$ cat src/design/dmem_pkg.sv
// constants for the banked data memory decoder
package dmem_pkg;
    localparam int          OFS_W          = 7;
    localparam int          DAT_W          = 8;
    localparam int          ADDR_W         = 9;
    localparam int          BANK_W         = 2;
    localparam int          GPR_DEPTH      = 256;
    localparam int          GPR_IDX_W      = 8;
    // status register layout
    localparam int          BANK_SEL_HI    = 6;
    localparam int          BANK_SEL_LO    = 5;
    // core register offsets, mirrored in every bank
    localparam logic [6:0]  OFS_INDIRECT   = 7'h00;
    localparam logic [6:0]  OFS_STATUS     = 7'h03;
    localparam logic [6:0]  OFS_POINTER    = 7'h04;
    // general purpose windows
    localparam logic [6:0]  OFS_GPR0_LO    = 7'h20;
    localparam logic [6:0]  OFS_GPRN_LO    = 7'h20;
    localparam logic [6:0]  OFS_COMMON_LO  = 7'h70;
    localparam logic [6:0]  OFS_TOP        = 7'h7f;
    localparam logic [7:0]  STATUS_RESET   = 8'h18;
    localparam logic [7:0]  POINTER_RESET  = 8'h00;
    localparam logic [7:0]  READ_ZERO      = 8'h00;
    localparam logic [1:0]  BANK0          = 2'h0;
    localparam logic [1:0]  BANK1          = 2'h1;
    localparam logic [1:0]  BANK2          = 2'h2;
    localparam logic [1:0]  BANK3          = 2'h3;
    // storage slot bases: bank0 96 bytes, bank1 80, bank2 80 (common area in bank0 slots)
    localparam logic [7:0]  SLOT_BANK1     = 8'h60;
    localparam logic [7:0]  SLOT_BANK2     = 8'hb0;
    localparam logic [7:0]  SLOT_COMMON    = 8'h50;
    localparam logic        IRP_ZERO       = 1'b0;
endpackage : dmem_pkg

$ cat src/design/banked_data_memory_decoder.sv
// banked data memory decoder with core registers and general purpose storage
// How it works
// - bank from status bits 6:5 plus offset
// - each bank spans seven-bit offsets 0..7Fh
// - special registers sit at low offsets
// - upper offsets are general purpose storage, in bank 3 only 70h..7Fh
// - core registers answer in every bank
// - storage reached directly, or via pointer in banks 0 and 1 only
// - offset zero redirects through the pointer
// - unimplemented locations read zero, hold nothing
// - data port independent of program fetch
`timescale 1ns/1ps
`default_nettype none
module banked_data_memory_decoder
    import dmem_pkg::*;
(
    input  wire logic             clk_i,
    input  wire logic             rstn_i,
    input  wire logic [OFS_W-1:0] addr_i,
    input  wire logic [DAT_W-1:0] wdata_i,
    input  wire logic             wr_i,
    input  wire logic             rd_i,
    input  wire logic [4:0]       flags_i,
    input  wire logic             flags_we_i,
    output logic      [DAT_W-1:0] rdata_o,
    output logic      [DAT_W-1:0] status_o,
    output logic      [DAT_W-1:0] pointer_o,
    output logic      [BANK_W-1:0] bank_o
);
    logic [DAT_W-1:0] status_reg;
    logic [DAT_W-1:0] status_next;
    logic [DAT_W-1:0] pointer_reg;
    logic [DAT_W-1:0] rdata_reg;

    // own data port, never shared with program fetch, so no stall exists
    wire              indirect_hit = (addr_i == OFS_INDIRECT);
    wire [BANK_W-1:0] bank_sel     = status_reg[BANK_SEL_HI:BANK_SEL_LO];
    // pointer supplies bank1 bit and offset; the high bank bit comes from the unused flag, zero here
    wire [ADDR_W-1:0] ind_addr     = {IRP_ZERO, pointer_reg};
    wire [ADDR_W-1:0] dir_addr     = {bank_sel, addr_i};
    wire [ADDR_W-1:0] eff_addr     = indirect_hit ? ind_addr : dir_addr;
    wire [BANK_W-1:0] eff_bank     = eff_addr[ADDR_W-1:OFS_W];
    wire [OFS_W-1:0]  eff_ofs      = eff_addr[OFS_W-1:0];

    // core registers mirror across all banks; indirect via offset 0 reads zero
    wire              sel_status   = (eff_ofs == OFS_STATUS);
    wire              sel_pointer  = (eff_ofs == OFS_POINTER);
    wire              sel_indir    = (eff_ofs == OFS_INDIRECT);
    wire              in_common    = (eff_ofs >= OFS_COMMON_LO);
    wire              in_b0_gpr    = (eff_bank == BANK0) && (eff_ofs >= OFS_GPR0_LO);
    wire              in_bn_gpr    = ((eff_bank == BANK1) || (eff_bank == BANK2))
                                     && (eff_ofs >= OFS_GPRN_LO);
    wire              gpr_hit      = in_common || in_b0_gpr || in_bn_gpr;
    wire [7:0]        ofs8         = {1'b0, eff_ofs};
    wire [7:0]        rel0         = ofs8 - {1'b0, OFS_GPR0_LO};
    wire [7:0]        reln         = ofs8 - {1'b0, OFS_GPRN_LO};
    wire [7:0]        rel_common   = ofs8 - {1'b0, OFS_COMMON_LO};
    wire [GPR_IDX_W-1:0] gpr_idx   = in_common ? (SLOT_COMMON + rel_common) :
                                     (eff_bank == BANK0) ? rel0 :
                                     (eff_bank == BANK1) ? (SLOT_BANK1 + reln) :
                                     (SLOT_BANK2 + reln);
    wire              gpr_we       = wr_i && gpr_hit && !sel_indir;
    wire [DAT_W-1:0]  gpr_rdata;

    wire [DAT_W-1:0]  rd_mux       = sel_indir   ? READ_ZERO :
                                     sel_status  ? status_reg :
                                     sel_pointer ? pointer_reg :
                                     gpr_hit     ? gpr_rdata : READ_ZERO;

    gpr_store u_gpr (
        .clk_i   (clk_i),
        .rstn_i  (rstn_i),
        .we_i    (gpr_we),
        .idx_i   (gpr_idx),
        .wdata_i (wdata_i),
        .rdata_o (gpr_rdata)
    );

    // software write of status wins over the core flag update in the same cycle
    always_comb begin
        status_next = status_reg;
        if (flags_we_i)
            status_next[4:0] = flags_i;
        if (wr_i && sel_status)
            status_next = wdata_i;
    end

    always_ff @(posedge clk_i or negedge rstn_i) begin
        if (!rstn_i) begin
            status_reg  <= STATUS_RESET;
            pointer_reg <= POINTER_RESET;
            rdata_reg   <= READ_ZERO;
        end else begin
            status_reg <= status_next;
            if (wr_i && sel_pointer)
                pointer_reg <= wdata_i;
            if (rd_i)
                rdata_reg <= rd_mux;
        end
    end

    assign rdata_o   = rdata_reg;
    assign status_o  = status_reg;
    assign pointer_o = pointer_reg;
    assign bank_o    = status_reg[BANK_SEL_HI:BANK_SEL_LO];
endmodule : banked_data_memory_decoder
`default_nettype wire

$ cat src/design/gpr_store.sv
// flip-flop storage for the general purpose registers
`timescale 1ns/1ps
`default_nettype none
module gpr_store
    import dmem_pkg::*;
(
    input  wire logic                 clk_i,
    input  wire logic                 rstn_i,
    input  wire logic                 we_i,
    input  wire logic [GPR_IDX_W-1:0] idx_i,
    input  wire logic [DAT_W-1:0]     wdata_i,
    output logic      [DAT_W-1:0]     rdata_o
);
    logic [DAT_W-1:0] mem_reg [GPR_DEPTH];

    genvar i;
    generate
        for (i = 0; i < GPR_DEPTH; i++) begin : g_cell
            always_ff @(posedge clk_i or negedge rstn_i) begin
                if (!rstn_i)
                    mem_reg[i] <= READ_ZERO;
                else if (we_i && idx_i == GPR_IDX_W'(i))
                    mem_reg[i] <= wdata_i;
            end
        end
    endgenerate

    assign rdata_o = mem_reg[idx_i];
endmodule : gpr_store
`default_nettype wire
$ cat config.mk
export PLATFORM = sky130hd
export DESIGN_NAME = banked_data_memory_decoder
export DESIGN_NICKNAME = d
export VERILOG_FILES = /design/src/design/dmem_pkg.sv /design/src/design/banked_data_memory_decoder.sv /design/src/design/gpr_store.sv
export SDC_FILE = /design/constraint.sdc
export NUM_CORES = 2
export LEC_CHECK = 0
export CAP_MARGIN = 20
export CORE_MARGIN = 2
export CORE_UTILIZATION = 56
export CTS_BUF_LIST = sky130_fd_sc_hd__clkbuf_8
export DETAILED_ROUTE_END_ITERATION = 6
export DONT_BUFFER_PORTS = 1
export GPL_ROUTABILITY_DRIVEN = 0
export PLACE_DENSITY_LB_ADDON = 0.08
export SLEW_MARGIN = 25
export SYNTH_ARGS = -nofsm -noshare
export SYNTH_HDL_FRONTEND = slang
export SYNTH_SLANG_ARGS = --single-unit
$ cat constraint.sdc
create_clock -name clk_i -period 3.1 [get_ports clk_i]
set_clock_uncertainty 0.15 [all_clocks]
set_input_delay 0.155 -clock clk_i [delete_from_list [all_inputs] [get_ports clk_i]]
set_output_delay 0.155 -clock clk_i [all_outputs]
set_load 0.01 [all_outputs]
======== Word-level counts from Yosys, hierarchy flattened ========
Cells that the tools add are included.
storage, ports and cells
  flip-flop bits (word level) ............. 2072
  input port bits ......................... 25
  latch bits .............................. 0
  memories ................................ 0
  bits in writable memories ............... 0
  memory bits (read-only) ................. 0
  output and inout port bits .............. 26
operators by class
  bitwise operators ....................... 1
  mux-type cells .......................... 13
  magnitude comparators ................... 3
  equal/unequal tests ..................... 259
  shift operators ......................... 0
  reduce and logical (&&, ||, !) cells .... 271
  div/mod/pow operators ................... 0
  multipliers ............................. 0
  $add $sub $neg .......................... 5
operator list
  kind                                                 number
  == test 8 bit, second input constant                 128
  == test 8 x 7 -> 1 bit, second input constant        64
  logical AND 1 bit                                    262
  == test 8 x 6 -> 1 bit, second input constant        32
  == test 8 x 5 -> 1 bit, second input constant        16
  2-to-1 mux 8 bit                                     9
  binary-select mux 8 bit (select 8 bit)               1
  == test 8 x 4 -> 1 bit, second input constant        8
  == test 8 x 3 -> 1 bit, second input constant        4
  adder 7 x 8 -> 8 bit, first input constant           2
  == test 8 x 2 -> 1 bit, second input constant        2
  logical NOT 7 bit                                    2
  2-to-1 mux 5 bit                                     2
  >= comparator 9 bit, second input constant           1
  2-to-1 mux 9 bit                                     1
  NOT 8 -> 9 bit                                       1
  adder 8 bit, first input constant                    1
  == test 8 x 1 -> 1 bit, second input constant        1
  logical NOT 8 bit                                    1
  subtractor 7 x 6 -> 8 bit, second input constant     1
  subtractor 7 x 7 -> 8 bit, second input constant     1
  == test 7 x 2 -> 1 bit, second input constant        1
  == test 7 x 3 -> 1 bit, second input constant        1
  >= comparator 7 x 6 -> 1 bit, second input constant  1
  other kinds (7)                                      9

======== Depth between registers and ports, before layout ========
  depth after elaboration ................. 15
  gate-level depth with buffers ........... 17
  gate-level depth less buffers ........... 14

======== Hierarchy ========
Synthesis repeated with hierarchy kept, for this count alone.
second synthesis, totals
  cell total of the unflattened synthesis .. 6003
  area, all modules ....................... 93980.1 um2
modules (own cells, without submodules)
  module                      cells each  times used  area each (um2)  seq. area each (um2)
  gpr_store                   5829        1           92334.8          51249.2
  banked_data_memory_decoder  174         1           1645.3           603.1

======== Worst setup path before layout ========
Ideal clock, no wire load.
  kind .................................... input to register
  from .................................... in addr_i[1]
  to ...................................... reg u_gpr.mem_reg[1216] (netlist bit)
  library setup time ...................... 0.125 ns
  slack ................................... -0.643 ns
  arrival time ............................ 3.469 ns
  stages on the path ...................... 17
  path buffers ............................ 3
  cells stage by stage .................... buf_6 nor4_2 nand2_1 mux2_2 inv_1 ha_1 inv_1 a21oi_1 a221oi_1 o21ai_1 nand3_1 or3_1 or2_1 buf_4 buf_6 nor2_4 mux2_2
between the ends
  word-level cells in the longest chain between the ends .. 9
ends and longest elaborated chain
  what                                                         line                                                                source
  start, declared                                              banked_data_memory_decoder.sv:19                                    input wire logic [OFS_W-1:0] addr_i,
  logical NOT 7 bit                                            banked_data_memory_decoder.sv:36                                    wire indirect_hit = (addr_i == OFS_INDIRECT);
  2-to-1 mux 9 bit (*)                                         banked_data_memory_decoder.sv:41                                    wire [ADDR_W-1:0] eff_addr = indirect_hit ? ind_addr : dir_addr;
  subtractor 7 x 6 -> 8 bit, or another cell as far along      banked_data_memory_decoder.sv:55, banked_data_memory_decoder.sv:56
  adder 8 bit, or another cell as far along                    banked_data_memory_decoder.sv:61                                    (SLOT_BANK2 + reln);
  2-to-1 mux 8 bit, or another cell as far along               banked_data_memory_decoder.sv:60                                    (eff_bank == BANK1) ? (SLOT_BANK1 + reln) :
  2-to-1 mux 8 bit or logical OR 1 bit (tied branches)         banked_data_memory_decoder.sv:59, banked_data_memory_decoder.sv:53
  2-to-1 mux 8 bit or logical AND 1 bit (tied branches)        banked_data_memory_decoder.sv:58, banked_data_memory_decoder.sv:62
  == test 8 x 7 -> 1 bit or logical AND 1 bit (tied branches)  gpr_store.sv:22, banked_data_memory_decoder.sv:62
  logical AND 1 bit (*)                                        gpr_store.sv:22                                                     else if (we_i && idx_i == GPR_IDX_W'(i))
  end signal, assigned by index                                gpr_store.sv:23                                                     mem_reg[i] <= wdata_i;
  end, declared                                                gpr_store.sv:14                                                     logic [DAT_W-1:0] mem_reg [GPR_DEPTH];
Every way passes the cells marked *; elsewhere a longest branch is shown, timed or not.
A chain may end at the register's enable or synchronous reset.

======== Final worst setup path ========
  from .................................... reg pointer_reg[1], in the netlist pointer_o[1]
  to ...................................... reg rdata_reg[1], in the netlist rdata_o[1]
between the ends
  word-level cells in the longest chain between the ends .. 14
ends and longest elaborated chain
  what                                                  line                                                                source
  start, declared                                       banked_data_memory_decoder.sv:32                                    logic [DAT_W-1:0] pointer_reg;
  start signal, assigned                                banked_data_memory_decoder.sv:96                                    pointer_reg <= wdata_i;
  2-to-1 mux 9 bit                                      banked_data_memory_decoder.sv:41
  subtractor 7 x 6 -> 8 bit                             banked_data_memory_decoder.sv:55, banked_data_memory_decoder.sv:56
  adder 8 bit or adder 7 x 8 -> 8 bit (tied branches)   banked_data_memory_decoder.sv:61, banked_data_memory_decoder.sv:60
  2-to-1 mux 8 bit                                      banked_data_memory_decoder.sv:60
  2-to-1 mux 8 bit                                      banked_data_memory_decoder.sv:59                                    (eff_bank == BANK0) ? rel0 :
  2-to-1 mux 8 bit                                      banked_data_memory_decoder.sv:58                                    wire [GPR_IDX_W-1:0] gpr_idx = in_common ? (SLOT_COMMON + rel_common) :
  NOT 8 -> 9 bit (implied by the code)                  gpr_store.sv:28                                                     assign rdata_o = mem_reg[idx_i];
  binary-select mux 8 bit (select 8 bit)                gpr_store.sv:28
  2-to-1 mux 8 bit (implied by the code) (2 in series)  gpr_store.sv:28
  2-to-1 mux 8 bit                                      banked_data_memory_decoder.sv:68                                    gpr_hit ? gpr_rdata : READ_ZERO;
  2-to-1 mux 8 bit                                      banked_data_memory_decoder.sv:67                                    sel_pointer ? pointer_reg :
  2-to-1 mux 8 bit                                      banked_data_memory_decoder.sv:66                                    sel_status ? status_reg :
  2-to-1 mux 8 bit (*)                                  banked_data_memory_decoder.sv:65                                    wire [DAT_W-1:0] rd_mux = sel_indir ? READ_ZERO :
  end signal, assigned                                  banked_data_memory_decoder.sv:98                                    rdata_reg <= rd_mux;
  end, declared                                         banked_data_memory_decoder.sv:33                                    logic [DAT_W-1:0] rdata_reg;
Every way passes the cells marked *; elsewhere a longest branch is shown, timed or not. The select of a mux whose other input is x is not followed.

==> flow_summary.ini <==
[layout]
drive_above_1_share = 0.487
final_util = 0.738
largest_reg_flops = 2048
fin_area_sq_mm = 0.123
nets = 8610
finalNonFillerCells = 11000
area_growth_pct = 31.0

[global_route]
overflow = 0
grt_max_degree = 259
grt_antenna_before_repair = 10
grt_pass1_vias = 72000
grt_pass1_wl_mm = 462
grt_usage = 0.358

[yosys]
synth-main-ff-cell = dfrtp_1
synth_area_sq_mm = 0.0939
yosysTopAreaCellShare = 0.551
synth_edf_count = 0
ys_types = 76
yosysSeqAreaShare = 0.552
synth_seq_cells = 2072
synth_common_cells = dfrtp_1 (2070), mux2_2 (2007), nand2_1 (764), o22ai_1 (743), clkbuf_1 (437)
ys_warn_count = 0
avgSynthCellArea_sq_um = 12.3
syn_nets = 7654
async_flop_share = 1.00
synth_top_area_cell = dfrtp_1
synth.top_cells.by_area = dfrtp_1 (55%), mux2_2 (24%), o22ai_1 (4.9%)
syn_inst = 7622
synth_most_common_cell = dfrtp_1

[clock_tree]
cts_buffer_depth = 4
htree_levels = 5
cts.sinks = 2072
cts.clk_slew.worst_paths_ps = 60
clkLatencyLatePin_ps = 1060
cts_buffers = 356
cts_tree = done
cts-root-buf = clkbuf_8

[sta]
maxSlewViolCount = 0
max_freq_mhz = 283
whs_ps = -1090
period_share = 1.14
tightest_slew_ps = 1140
rsz0062_at_grt = true
layout_setup_ws_ps = -438
maxSlewHeadroom = 0.239
hold_viol = 2304
layout_min_cycle_time_ps = 3540
finalSetupViolCount = 2059

[floorplanning]
core_area_sq_mm = 0.167
rows = 150
die-area_sq_mm = 0.171
io_pins = 51
start_util = 0.563
die_y_microns = 414
fp.dieW_microns = 414

[routing]
wl_met1_mm = 129
top_layer = met5
wl_met2_mm = 144
wl_per_cell_microns = 28.8
wl_met3_mm = 26.0
first_iter_violations = 7199
wl_mm = 318
vias_per_cell = 6.46
vias = 71200
firstDrtPassIters = 6
drc = 0
postRouteAntennaNets = 0

[placement]
dpl.hpwl_mm = 182
dp.cells = 10100
io_buffers = 0
placed_area_sq_mm = 0.105

[power]
vdd_drop_max_mv = 0.587
power.density_mw_per_mm2 = 495
power_w = 0.0609
leakagePower_nw = 57.4

[critical_path]
crit_path_cell_trace = or2_4, a21oi_2, buf_4, o2111a_2, buf_6, nor3_2, or3_4, clkbuf_16, a221o_1, a2111o_1, o31ai_2
cp.required_ps = 3910
worstSetupStartpointType = flip-flop
critPathMaxStageDelay_ps = 520
critPathMaxFanout = 4
crit_family = compound AO/OA/AOI/OAI gates
cp.arrival_ps = 4340
critPathBufInv = 3
end_kind = flip-flop
crit_slowest_cell = or3_4
crit_type = reg -> reg

[run_status]
status = finished with violations
violations = negative hold slack, negative setup slack

[hold_path]
min_path_type = in -> async

[flow_run]
max-cap-violations = 0
[where the power goes]
| group | internal, W | leakage (nW) | total [W] | switching (W) |
|---|---|---|---|---|
| Clock | 0.0130 | 4.00 | 0.0242 | 0.0112 |
| Sequential | 0.0283 | 28.6 | 0.0292 | 0.000812 |
| Combinational | 0.00355 | 24.7 | 0.00750 | 0.00395 |
| Total | 0.0449 | 57.4 | 0.0609 | 0.0159 |
[worst paths after layout]
| path | from | endpoint | slack, ps | cells after the start |
|---|---|---|---|---|
| max in group asynchronous | rstn_i | u_gpr.mem_reg[1073] | 150 | 9 |
| setup / recovery | pointer_o[1] | rdata_o[1] | -440 | 11 |
| setup reg to reg | pointer_o[1] | rdata_o[1] | -440 | 11 |
| min in group clk_i | wdata_i[3] | u_gpr.mem_reg[1363] | -880 | 1 |
| hold / removal | rstn_i | u_gpr.mem_reg[1787] | -1090 | 1 |
| hold reg to reg | u_gpr.mem_reg[256] | u_gpr.mem_reg[256] | 350 | 1 |
[area by class of cell]
class / count / area, sq um
well taps: 2204 / 2760
clock inverters: 154 / 684
fillers: 10700 / 43800
multi-input cells: 4920 / 45800
clock buffers: 448 / 6170
repair buffers: 1217 / 15700
diodes: 5 / 12.5
inverters: 11 / 72.6
flip-flops and latches: 2072 / 51900
[cell families (layout without fill, tap and decap cells)]
logic type,Yosys count,in the layout,share of synthesized area
AND/OR/NAND/NOR,1160,1160,0.0585
XOR/XNOR,1,1,0.0000933
buffers and inverters,630,1830,0.0275
AO/OA/AOI/OAI,1622,1622,0.107
flip-flops,2072,2072,0.552
multiplexers,2130,2130,0.254
adder cells (fa/ha/maj),7,7,0.000932
other,0,5,0
[metrics by stage]
step | setup TNS (ps) | worst slack (ps)
after floorplan | -617530 | -446
final | -500470 | -438
after global routing | -762030 | -466
after CTS | -271620 | -346
after global placement | -1353260 | -948
after detailed placement | -1283260 | -818
[timing repair]
item                                     CTS  global route
hold buffers                              16             8
hold endpoints to repair                2959          2398
setup buffers                            138           114
pin swaps                                144           205
endpoints found under the setup margin  2064          2477
cloned                                    21            26
gates resized for setup                  797           805
[layer usage]
metal  global-route usage  up-vias
met4                0.179        8
li1                     -    29900
met2                0.549     3225
met3               0.0722      910
met5                    0        -
met1                0.486    37200
[cell usage in the layout, fill, tap and decap left out, drive strengths merged, types with 11 or more instances in the layout]
master and instances:
dfrtp 2070, mux2 2060, buf 1164, nand2 771
o22ai 743, clkbuf 474, a21oi 358, nor2 315
a31oi 281, inv 133, a22oi 72, mux2i 70
o21ai 58, o21a 35, clkinv 25, dlygate4sd3 21
o41ai 17, nor3 14, or2 11, a41oi 11
No activity file was read; power rests on OpenSTA's default activity.
